### config.mk
export PLATFORM = sky130hd
export DESIGN_NAME = ocpwm_channel
export DESIGN_NICKNAME = d
export VERILOG_FILES = /design/src/ocpwm_pkg.sv /design/src/ocpwm_sync3.sv /design/src/ocpwm_channel.sv
export SDC_FILE = /design/constraint.sdc
export NUM_CORES = 1
export LEC_CHECK = 0
export ABC_AREA = 1
export BUFFER_PORTS_ARGS = -buffer_cell sky130_fd_sc_hd__buf_2
export CAP_MARGIN = 25
export CORE_MARGIN = 2
export CORE_UTILIZATION = 40
export DETAILED_ROUTE_END_ITERATION = 10
export SYNTH_ARGS = -nofsm -noshare
export SYNTH_HDL_FRONTEND = slang
export SYNTH_SLANG_ARGS = --single-unit
### constraint.sdc
create_clock -name clk -period 8.55 [get_ports clk]
set_clock_uncertainty 0.1 [all_clocks]
set_input_delay 1.2825 -clock clk [delete_from_list [all_inputs] [get_ports clk]]
set_output_delay 1.2825 -clock clk [all_outputs]
set_load 0.05 [all_outputs]
### src/ocpwm_pkg.sv
package ocpwm_pkg;

  localparam int ADDR_W = 8;
  localparam int DATA_W = 16;

  // Register byte offsets
  localparam logic [7:0] OFS_CTL_ONE = 8'h00;
  localparam logic [7:0] OFS_CTL_TWO = 8'h04;
  localparam logic [7:0] OFS_PRIMARY = 8'h08;
  localparam logic [7:0] OFS_SECONDARY = 8'h0C;
  localparam logic [7:0] OFS_PERIOD = 8'h10;
  localparam logic [7:0] OFS_COUNT = 8'h14;
  localparam logic [7:0] OFS_INT_STATUS = 8'h18;
  localparam logic [7:0] OFS_INT_ENABLE = 8'h1C;
  localparam logic [7:0] OFS_INT_CLEAR = 8'h20;

  // Mode field codes
  localparam logic [2:0] MODE_OFF = 3'h0;
  localparam logic [2:0] MODE_EDGE = 3'h6;
  localparam logic [2:0] MODE_CENTER = 3'h7;

  // Time base select codes
  localparam logic [2:0] TSEL_T2 = 3'h0;
  localparam logic [2:0] TSEL_T3 = 3'h1;
  localparam logic [2:0] TSEL_T4 = 3'h2;
  localparam logic [2:0] TSEL_T5 = 3'h3;
  localparam logic [2:0] TSEL_T1 = 3'h4;
  localparam logic [2:0] TSEL_PCLK = 3'h7;

  // Sync source code meaning this channel itself
  localparam logic [4:0] SYNC_SELF = 5'h1F;

  // Fault index: 0 first pin, 1 second pin, 2 comparator
  localparam int FLT_N = 3;

  // Interrupt status bit positions
  localparam int INT_FAULT = 0;
  localparam int INT_PERIOD = 1;
  localparam int INT_N = 2;

  // Reset values
  localparam logic [15:0] RST_CTL_ONE = 16'h0000;
  localparam logic [15:0] RST_CTL_TWO = 16'h000C;
  localparam logic [15:0] RST_VALUE = 16'h0000;

  typedef struct packed {
    logic [1:0] unused;
    logic idle_halt_bit;
    logic [2:0] time_base_select;
    logic [2:0] fault_input_enable;
    logic [2:0] fault_occurred_flag;
    logic trigger_clear_mode;
    logic [2:0] compare_mode_field;
  } ocpwm_ctl1_t;

  typedef struct packed {
    logic fault_hold_mode;
    logic fault_drive_level;
    logic [5:0] unused_hi;
    logic trigger_or_sync_select;
    logic [1:0] unused_lo;
    logic [4:0] sync_source_select;
  } ocpwm_ctl2_t;

  typedef struct packed {
    logic [ADDR_W-1:0] addr;
    logic [DATA_W-1:0] wdata;
    logic wr;
    logic rd;
  } ocpwm_bus_t;

endpackage : ocpwm_pkg

### src/ocpwm_sync3.sv
module ocpwm_sync3 #(
  parameter int W = 3
) (
  // Clock and reset
  input wire logic clk,
  input wire logic rst,
  // Asynchronous inputs and filtered result
  input wire logic [W-1:0] async_in,
  output logic [W-1:0] sync_out
);
  logic [W-1:0] stage1;
  logic [W-1:0] stage2;
  logic [W-1:0] stage3;

  always_ff @(posedge clk or posedge rst)
  begin
    if (rst)
    begin
      stage1 <= '0;
      stage2 <= '0;
      stage3 <= '0;
    end
    else
    begin
      stage1 <= async_in;
      stage2 <= stage1;
      stage3 <= stage2;
    end
  end

  // A change is taken once the second and third stages agree
  always_ff @(posedge clk or posedge rst)
  begin
    if (rst)
      sync_out <= '0;
    else
      sync_out <= (stage2 & ~(stage2 ^ stage3)) | (sync_out & (stage2 ^ stage3));
  end

endmodule : ocpwm_sync3

### src/ocpwm_channel.sv
// Notes on behaviour
// - Edge and center aligned PWM; duty values pass hidden shadow registers.
// - A selected timer contributes its prescaler tick, not its own output.
// - Period value N gives N plus one time base counts per period when the sync source is this channel itself.
// - In the two PWM modes, compare values move into shadows only at the period match.
// - All compare and period values zero keeps the output low.
// - Secondary value above period keeps the output high.
// - Top two control bits read zero; idle halt bit stops channel in idle.
// - Time base field picks timer two to five, timer one or peripheral clock.
// - Each fault source has its own enable; disabled sources are ignored.
// - Hardware sets fault status bits; software may read and write them.
// - Fault enables and status only act in the two PWM modes.
// - Comparator fault comes from the comparator serving the channel group.
// - A fault event raises the channel interrupt flag.
// - Mode seven is center aligned, six edge aligned, zero disabled.
// - Fault holds until source gone and new period with hold mode clear, or until software clear.
// - During a fault the output is driven to the fault drive level.
//
// The plain strobed port and the placing of the registers are this design's own decisions.
module ocpwm_channel #(
  parameter int CHANNEL = 1,
  parameter int CNT_W = 16
) (
  // Clock and reset
  input wire logic clk,
  input wire logic rst,
  // Register port
  input wire ocpwm_pkg::ocpwm_bus_t bus_req,
  output logic [ocpwm_pkg::DATA_W-1:0] rdata,
  // Time base ticks: Timer2, Timer3, Timer4, Timer5, Timer1
  input wire logic [4:0] timer_ticks,
  input wire logic cpu_idle,
  // Fault sources
  input wire logic first_fault_pin,
  input wire logic second_fault_pin,
  input wire logic [2:0] comparator_out,
  // Outputs
  output logic compare_output_pin,
  output logic irq
);
  import ocpwm_pkg::*;

  localparam int CMP_IDX = (CHANNEL - 1) / 3;

  function automatic logic is_pwm(input logic [2:0] mode);
    is_pwm = (mode == MODE_EDGE) || (mode == MODE_CENTER);
  endfunction : is_pwm

  function automatic logic base_tick(input logic [2:0] sel, input logic [4:0] t);
    case (sel)
      TSEL_T2: base_tick = t[0];
      TSEL_T3: base_tick = t[1];
      TSEL_T4: base_tick = t[2];
      TSEL_T5: base_tick = t[3];
      TSEL_T1: base_tick = t[4];
      TSEL_PCLK: base_tick = 1'b1;
      default: base_tick = 1'b0;
    endcase
  endfunction : base_tick

  ocpwm_ctl1_t ctl1;
  ocpwm_ctl2_t ctl2;
  logic [CNT_W-1:0] primary_compare_value;
  logic [CNT_W-1:0] secondary_compare_value;
  logic [CNT_W-1:0] timer_period_value;
  logic [CNT_W-1:0] primary_shadow;
  logic [CNT_W-1:0] secondary_shadow;
  logic [CNT_W-1:0] timer_count_value;
  logic [FLT_N-1:0] fault_flag;
  logic [INT_N-1:0] int_status;
  logic [INT_N-1:0] int_enable;
  logic [FLT_N-1:0] fault_sync;

  logic wr_ctl1;
  logic pwm_mode;
  logic running;
  logic tick;
  logic match;
  logic self_sync;
  logic [FLT_N-1:0] fault_live;
  logic fault_event;
  logic faulted;
  logic next_out;
  logic [DATA_W-1:0] next_rdata;

  ocpwm_sync3 #(
    .W(FLT_N)
  ) u_fault_sync (
    .clk(clk),
    .rst(rst),
    .async_in({comparator_out[CMP_IDX], second_fault_pin, first_fault_pin}),
    .sync_out(fault_sync)
  );

  assign wr_ctl1 = bus_req.wr && (bus_req.addr == OFS_CTL_ONE);
  assign pwm_mode = is_pwm(ctl1.compare_mode_field);
  assign running = pwm_mode && !(cpu_idle && ctl1.idle_halt_bit);
  assign tick = running && base_tick(ctl1.time_base_select, timer_ticks);
  assign match = tick && (timer_count_value == timer_period_value);
  assign self_sync = (ctl2.sync_source_select == SYNC_SELF) && !ctl2.trigger_or_sync_select;
  assign fault_live = fault_sync & ctl1.fault_input_enable & {FLT_N{pwm_mode}};
  assign fault_event = |(fault_live & ~fault_flag);
  assign faulted = pwm_mode && (|fault_flag);

  // Control registers
  always_ff @(posedge clk or posedge rst)
  begin
    if (rst)
    begin
      ctl1 <= RST_CTL_ONE;
      ctl2 <= RST_CTL_TWO;
    end
    else
    begin
      if (wr_ctl1)
      begin
        ctl1.idle_halt_bit <= bus_req.wdata[13];
        ctl1.time_base_select <= bus_req.wdata[12:10];
        ctl1.fault_input_enable <= bus_req.wdata[9:7];
        ctl1.trigger_clear_mode <= bus_req.wdata[3];
        ctl1.compare_mode_field <= bus_req.wdata[2:0];
      end
      ctl1.unused <= 2'h0;
      ctl1.fault_occurred_flag <= 3'h0;
      if (bus_req.wr && (bus_req.addr == OFS_CTL_TWO))
      begin
        ctl2.fault_hold_mode <= bus_req.wdata[15];
        ctl2.fault_drive_level <= bus_req.wdata[14];
        ctl2.trigger_or_sync_select <= bus_req.wdata[7];
        ctl2.sync_source_select <= bus_req.wdata[4:0];
      end
      ctl2.unused_hi <= 6'h00;
      ctl2.unused_lo <= 2'h0;
    end
  end

  // Software visible compare and period values, writable at any time
  always_ff @(posedge clk or posedge rst)
  begin
    if (rst)
    begin
      primary_compare_value <= RST_VALUE[CNT_W-1:0];
      secondary_compare_value <= RST_VALUE[CNT_W-1:0];
      timer_period_value <= RST_VALUE[CNT_W-1:0];
    end
    else if (bus_req.wr)
    begin
      if (bus_req.addr == OFS_PRIMARY)
        primary_compare_value <= bus_req.wdata[CNT_W-1:0];
      if (bus_req.addr == OFS_SECONDARY)
        secondary_compare_value <= bus_req.wdata[CNT_W-1:0];
      if (bus_req.addr == OFS_PERIOD)
        timer_period_value <= bus_req.wdata[CNT_W-1:0];
    end
  end

  // Shadows follow while disabled so the first period uses fresh values
  always_ff @(posedge clk or posedge rst)
  begin
    if (rst)
    begin
      primary_shadow <= RST_VALUE[CNT_W-1:0];
      secondary_shadow <= RST_VALUE[CNT_W-1:0];
    end
    else if (match || !pwm_mode)
    begin
      primary_shadow <= primary_compare_value;
      secondary_shadow <= secondary_compare_value;
    end
  end

  // Channel counter
  always_ff @(posedge clk or posedge rst)
  begin
    if (rst)
      timer_count_value <= RST_VALUE[CNT_W-1:0];
    else if (!pwm_mode)
      timer_count_value <= '0;
    else if (match && self_sync)
      timer_count_value <= '0;
    else if (tick)
      timer_count_value <= timer_count_value + 1'b1;
  end

  // Fault flags: a live fault wins over any clear
  always_ff @(posedge clk or posedge rst)
  begin
    if (rst)
      fault_flag <= '0;
    else
    begin
      for (int i = 0; i < FLT_N; i++)
      begin
        if (fault_live[i])
          fault_flag[i] <= 1'b1;
        else if (wr_ctl1)
          fault_flag[i] <= bus_req.wdata[4 + i];
        else if (!ctl2.fault_hold_mode && match)
          fault_flag[i] <= 1'b0;
      end
    end
  end

  // Output waveform
  always_comb
  begin
    next_out = 1'b0;
    if (ctl1.compare_mode_field == MODE_CENTER)
      next_out = (timer_count_value >= primary_shadow) && (timer_count_value < secondary_shadow);
    else if (ctl1.compare_mode_field == MODE_EDGE)
      next_out = timer_count_value < primary_shadow;
    if (pwm_mode && (secondary_shadow > timer_period_value))
      next_out = 1'b1;
    if (faulted)
      next_out = ctl2.fault_drive_level;
  end

  always_ff @(posedge clk or posedge rst)
  begin
    if (rst)
      compare_output_pin <= 1'b0;
    else
      compare_output_pin <= next_out;
  end

  // Interrupt status, enable and clear
  always_ff @(posedge clk or posedge rst)
  begin
    if (rst)
    begin
      int_status <= '0;
      int_enable <= '0;
    end
    else
    begin
      if (bus_req.wr && (bus_req.addr == OFS_INT_ENABLE))
        int_enable <= bus_req.wdata[INT_N-1:0];
      for (int i = 0; i < INT_N; i++)
      begin
        if ((i == INT_FAULT) ? fault_event : match)
          int_status[i] <= 1'b1;
        else if (bus_req.wr && (bus_req.addr == OFS_INT_CLEAR) && bus_req.wdata[i])
          int_status[i] <= 1'b0;
      end
    end
  end

  always_ff @(posedge clk or posedge rst)
  begin
    if (rst)
      irq <= 1'b0;
    else
      irq <= |(int_status & int_enable);
  end

  // Read data, valid only in the cycle after the read strobe
  always_comb
  begin
    next_rdata = '0;
    case (bus_req.addr)
      OFS_CTL_ONE: next_rdata = {ctl1[15:7], fault_flag, ctl1[3:0]};
      OFS_CTL_TWO: next_rdata = ctl2;
      OFS_PRIMARY: next_rdata[CNT_W-1:0] = primary_compare_value;
      OFS_SECONDARY: next_rdata[CNT_W-1:0] = secondary_compare_value;
      OFS_PERIOD: next_rdata[CNT_W-1:0] = timer_period_value;
      OFS_COUNT: next_rdata[CNT_W-1:0] = timer_count_value;
      OFS_INT_STATUS: next_rdata[INT_N-1:0] = int_status;
      OFS_INT_ENABLE: next_rdata[INT_N-1:0] = int_enable;
      default: next_rdata = '0;
    endcase
  end

  always_ff @(posedge clk or posedge rst)
  begin
    if (rst)
      rdata <= '0;
    else if (bus_req.rd)
      rdata <= next_rdata;
    else
      rdata <= '0;
  end
endmodule : ocpwm_channel

=== Word-level counts from Yosys, hierarchy flattened ===
Cells that the tools add are included.

* Flip-flop bits (word level): 152
* Output and inout bits: 18

* Add/sub/neg operators: 1
* $lt $le $gt $ge: 4
* Equal/unequal tests: 18
* Mux-type cells: 22
* Bitwise operators: 10
* Reduce and logical (&&, ||, !) cells: 35

{| class="wikitable"
|+ Operators by type and width
! kind !! count
|-
| 14-bit one-hot mux with 6 select lines || 1
|-
| 16-bit two-way mux || 4
|-
| 8-bit by 5-bit == test with 1-bit output, second input constant || 4
|-
| 16-bit < comparator || 2
|-
| 16-bit by 1-bit adder with 16-bit output, second input constant || 1
|-
| 16-bit == test || 1
|-
| 8-bit by 4-bit == test with 1-bit output, second input constant || 2
|-
| 16-bit >= comparator || 1
|-
| 16-bit > comparator || 1
|-
| 1-bit logical AND || 16
|-
| 2-bit one-hot mux with 8 select lines || 1
|-
| 3-bit AND || 5
|-
| 1-bit two-way mux || 15
|-
| 3-bit == test, second input constant || 4
|-
| 3-bit nonzero test || 3
|-
| 8-bit by 3-bit == test with 1-bit output, second input constant || 1
|-
| 8-bit by 6-bit == test with 1-bit output, second input constant || 1
|-
| 8-bit logical NOT || 1
|-
| 3-bit by 2-bit == test with 1-bit output, second input constant || 2
|-
| 3-bit inverter || 2
|-
| 1-bit one-hot mux with 6 select lines || 1
|-
| 2-bit AND reduction || 3
|-
| 3-bit OR reduction || 2
|-
| 5-bit == test, second input constant || 1
|-
| 10 further kinds || 15
|}

=== Logic depth before layout (Yosys ltp) ===
* Depth after elaboration: 9
* Gate-level depth with buffers: 15
* Gate-level depth less buffers: 15

=== By module ===
Synthesis repeated with hierarchy kept, for this count alone.

* Cells, all modules: 970
* Area, all modules: 7957.6 µm²

{| class="wikitable"
|+ By module, submodules not included
! module !! instances !! cells an instance !! area each (µm²) !! seq. area each (µm²)
|-
| ocpwm_channel || 1 || 945 || 7604.8 || 3505.9
|-
| ocpwm_sync3 || 1 || 25 || 352.8 || 300.3
|}

=== Worst setup path before layout ===
Ideal clock, no wire load.

* Path kind: input to register
* Start: input bus_req[19] in the netlist's numbering
* End: register ctl2[1] in the netlist's numbering
* Library setup time: 0.127 ns
* Data arrival time: 2.286 ns
* Required time: 8.323 ns
* Slack: 6.037 ns
* Stages: 9
* Buffers on the path: 1
* Path through: nor2_2 -> nand2_1 -> nor2_1 -> nand2_1 -> inv_2 -> nand2_1 -> buf_2 -> nand2_1 -> o21ai_0

* Cells in the longest elaborated chain, start to end: 2

{| class="wikitable"
|+ RTL lines
! element !! line !! text
|-
| start: declaration || ocpwm_channel.sv:28 || <nowiki>input wire ocpwm_pkg::ocpwm_bus_t bus_req,</nowiki>
|-
| 8-bit by 3-bit == test with 1-bit output || ocpwm_channel.sv:125 || <nowiki>if (bus_req.wr && (bus_req.addr == OFS_CTL_TWO))</nowiki>
|-
| 1-bit logical AND || ocpwm_channel.sv:125 ||
|-
| end: declaration || ocpwm_channel.sv:62 || <nowiki>ocpwm_ctl2_t ctl2;</nowiki>
|}

No other way between the ends.
A chain may end at the register's enable or synchronous reset.

=== Worst setup path in the final report ===
* Start: input bus_req[19] in the netlist's numbering
* End: register secondary_compare_value[15]

* Cells in the longest elaborated chain, start to end: 2

{| class="wikitable"
|+ RTL lines
! element !! line !! text
|-
| 8-bit by 4-bit == test with 1-bit output || ocpwm_channel.sv:150 || <nowiki>if (bus_req.addr == OFS_SECONDARY)</nowiki>
|-
| 2-bit AND reduction (no source line) || - ||
|-
| end signal: assignment || ocpwm_channel.sv:143 || <nowiki>secondary_compare_value <= RST_VALUE[CNT_W-1:0];</nowiki>
|-
| end signal: assignment || ocpwm_channel.sv:151 || <nowiki>secondary_compare_value <= bus_req.wdata[CNT_W-1:0];</nowiki>
|-
| end: declaration || ocpwm_channel.sv:64 || <nowiki>logic [CNT_W-1:0] secondary_compare_value;</nowiki>
|}

No other way between the ends.

==> results.txt <==
- Combinational logic burns approximately 7.6% of the power.
- Of all nets on the critical path, the largest fanout is 32.
- STA classifies the critical path endpoint as a flip-flop.
* Cell count after synthesis: around 1000
- Residual overflow from global routing: 0
- The largest total area in the synthesized netlist belongs to dfrtp_1.
* Setup repair after global routing missed its margin: false
* Number of antenna violations at the first check in global routing: 0
* Most used standard cell by instance count after synthesis: nand2_1
- The clock reaches the later pin of the worst-skew pair after approximately 0.44 ns.
- The cell area that synthesis handed to floorplanning was roughly 8000 µm².
* DRC violation count after routing: 0
- Across the run, the number of max-cap violations was 0.
* Hold Buf Count CTS: 0
- The internal portion of the total power is approximately 0.0013 W.
* Post-CTS setup buffer count: 0
- The synthesized design contains 0 enable-type register cells.
* Crit path kind: in2reg
- Slew headroom: 34.8%
- STA puts the critical path data arrival time at 3.59 ns.
- Final hold slack: between 0.2 and 0.3 ns
- After synthesis, the share of cell area in mux cells is 0%.
- Once layout is done, the placed cells without fillers occupy ~9300 µm².
- Final min period: around 3.4 ns
* HPWL after DPL: approximately 16 mm
- After synthesis, the share of flip-flops with an asynchronous set or reset is 100%.
- The synthesized design devotes to its leading area cell type a little under half of total area.
- In this run the static leakage power is ~4.4 nW.
* Iteration-0 DRC Markers: 413
- Of the total power, the share spent switching nets is 24.9%.
* Die area: between 20000 and 25000 µm²
* Pin count of the biggest net entering global routing: 78
- DIE HEIGHT: around 150 µm
* Row Count: 52
- Fmax: a little under 300 MHz
- Counting every sink on the clock net gives roughly 150.
- For the worst setup path, the data required time is 8.78 ns.
* Clock network fraction of total power: 47.3%
* Part of the cycle the worst path needs: roughly 39%
- Wire length of the first global-routing pass: 36.5 mm
- Summing the areas of all fa, ha and maj instances in the mapped netlist gives about 7.7% of the synthesized area.
- Worst IR drop on VDD: about 0.14 mV
* Clock buffer count from CTS: 17
- For this run, global-route usage on met3 was measured as 3.85%.
- Net count after synthesis: 1070
- The number of hold violations in the final report was 0.
- For this run, global-route usage on met1 was measured as between 30% and 40%.
- Total wire length: ~22 mm
- Final nets: ~1100
* Placed Instance Area: slightly below 9000 µm²
- CTS Root Buffer Type: clkbuf_16
- Met2 GRT Util: 34.3%
* CTS tree: built
- The worst setup path is launched from an input pin.
- Number of warnings printed during yosys synthesis: 0
* Maximum count of clock buffers along a single path: 2
* Number of distinct library cells after synthesis: 42
* Top post-synthesis cells by count: nand2_1 (235), dfrtp_1 (150), inv_1 (123)
- Total Neg Setup Slack: 0 ns
- The synthesized design contains about 150 register bits.
* Ratio of routed vias to standard cells: 5.02
* Average wire length per cell after detail routing: 16.9 µm
* Type of the tightest min-delay check: reg2reg
- In this run the power spent charging and discharging nets is approximately 0.00043 W.
* Length of the first detailed-routing pass in iterations: 5
- After synthesis, the largest family of logic cells by area is simple AND/OR/NAND/NOR gates.
* Status: completed
* Count of port buffers added during placement: 54
- The number of global-route vias before repair is between 6000 and 7000.
- Core region area: ~20000 µm²
- PD cells: around 180 nW/µm²
- Post-synthesis share of cell area spent on and, or, nand and nor gates: 21.4%
- After Yosys synthesis, XOR and XNOR cells account for 1.92% of the synthesized area.
* Via total after detailed routing: roughly 6600
- Once the clock tree was built, the resizer swapped 0 gates to a different size.
- Effective utilization at floorplan: 40.6%
* Final Setup Violations: 0
- After clock tree synthesis, the clock-pin slew on the worst setup and hold paths is ~0.06 ns.
- In the post-synthesis netlist, the biggest area contributors are dfrtp_1 (46%), nand2_1 (11%), ha_1 (7.3%).
- Fraction of final layout cells with drive strength greater than 1: roughly 14%
* GRT Overall Usage: 22.0%
- Routability congestion estimate: roughly 0.9
- met2 is the most crowded layer.
* Routed Antenna Nets: 0
- Per report_power, the sequential group accounts for 45.1% of the total.
* Sequential-to-total area share from yosys stat: 46.4%
- Among all flip-flop cells after synthesis, the most frequent one is dfrtp_1.
* Least-Margin Pin Slew: between 0.9 and 1 ns
- The number of max-slew violations in the final report is 0.
- 57 I/O pins were placed.
* # H-tree levels: 4
- Average instance area after synthesis: around 8.3 µm²
* Synth-to-Final Area Change: 13.5%
* Number of inserted diodes: 0
- Summing the areas of all compound-gate instances in the mapped netlist gives between 10% and 20% of the synthesized area.
- From left edge to right edge, the die measures roughly 150 µm.
==> flip-flops by register name (all words and copies together), names as in the netlist, 8 cells and up, named ones only <==
name / count
ctl1: 11
rdata: 16
primary_shadow: 16
secondary_shadow: 16
primary_compare_value: 16
ctl2: 8
secondary_compare_value: 16
timer_period_value: 16
timer_count_value: 16
==> cell type report <==
type                            instances  area (µm²)
Inverter                              131         498
Multi-Input combinational cell        669        3700
Timing Repair Buffer                   60         335
Clock buffer                           18         429
Sequential cell                       152        3810
Tap cell                              270         338
Fill cell                            2023       10900
Clock inverter                         14         198
==> logic make-up (layout without fill, tap and decap cells) <==
group                      Yosys count  in the layout
DFF                                152            152
buffers and inverters              162            223
AOI/OAI and AO/OA                  195            195
and+or+nand+nor                    405            405
xor gates and xnor gates            18             18
adders and majority gates           51             51
==> layout by cell type (no fill, tap or decap), types with 7 or more instances in the layout <==
| master | n |
|---|---|
| xor2_1 | 18 |
| inv_2 | 7 |
| o21ai_2 | 29 |
| nor3_1 | 8 |
| clkbuf_16 | 17 |
| o21ai_0 | 87 |
| nand3_1 | 53 |
| buf_2 | 54 |
| inv_1 | 122 |
| ha_1 | 48 |
| nor2_1 | 80 |
| nand2_1 | 235 |
| nand4_1 | 10 |
| o22ai_1 | 22 |
| a21oi_1 | 33 |
| dfrtp_1 | 150 |
==> critical path, stage by stage <==
cell,delay (ns)
buf_2,0.10
nor2_2,0.15
inv_1,0.11
nor3_4,0.75
nand3_2,0.79
o21ai_0,0.39
==> routing by layer <==
metal	wire (µm)	part of all wire [%]
met1	10800	49
met2	10100	45
met3	874	3.9
met4	410	1.9
met5	0	0
==> power by group through the flow <==
stage / clock network [W] / registers, W / logic [W]
final: 0.000808 / 0.000771 / 0.000129
after global routing: 0.000846 / 0.000775 / 0.000151
after CTS: 0.000816 / 0.000771 / 0.000129
after detailed placement: 0 / 0.000784 / 0.000129
after global placement: 0 / 0.000783 / 0.000126
after floorplan: 0 / 0.000779 / 0.0000874
==> metrics by stage <==
| stage | power [W] | setup slack [ns] | instances | utilization, % |
|---|---|---|---|---|
| floorplan | 0.000867 | 3.08 | 983 | - |
| global placement | 0.000909 | 4.82 | 1281 | 42.9 |
| detailed placement | 0.000913 | 4.73 | 1281 | 42.9 |
| CTS | 0.00172 | 5.17 | 1313 | 46.0 |
| global route | 0.00177 | 4.95 | 1314 | 46.1 |
| finish | 0.00171 | 5.19 | 1314 | 46.1 |
==> final timing paths <==
check	startpoint	to	slack (ns)	depth (start not counted)
max in group asynchronous	rst	ctl2[2]	6.36	4
worst max register to register	ctl1[2]	primary_shadow[6]	5.73	10
worst max-delay path	bus_req[19]	secondary_compare_value[15]	5.19	6
min in group asynchronous	rst	rdata[3]	0.84	2
worst min register to register	u_fault_sync.stage1[0]	u_fault_sync.stage2[0]	0.25	0
worst min-delay path	u_fault_sync.stage1[0]	u_fault_sync.stage2[0]	0.25	0
No activity file was read; power rests on OpenSTA's default activity.
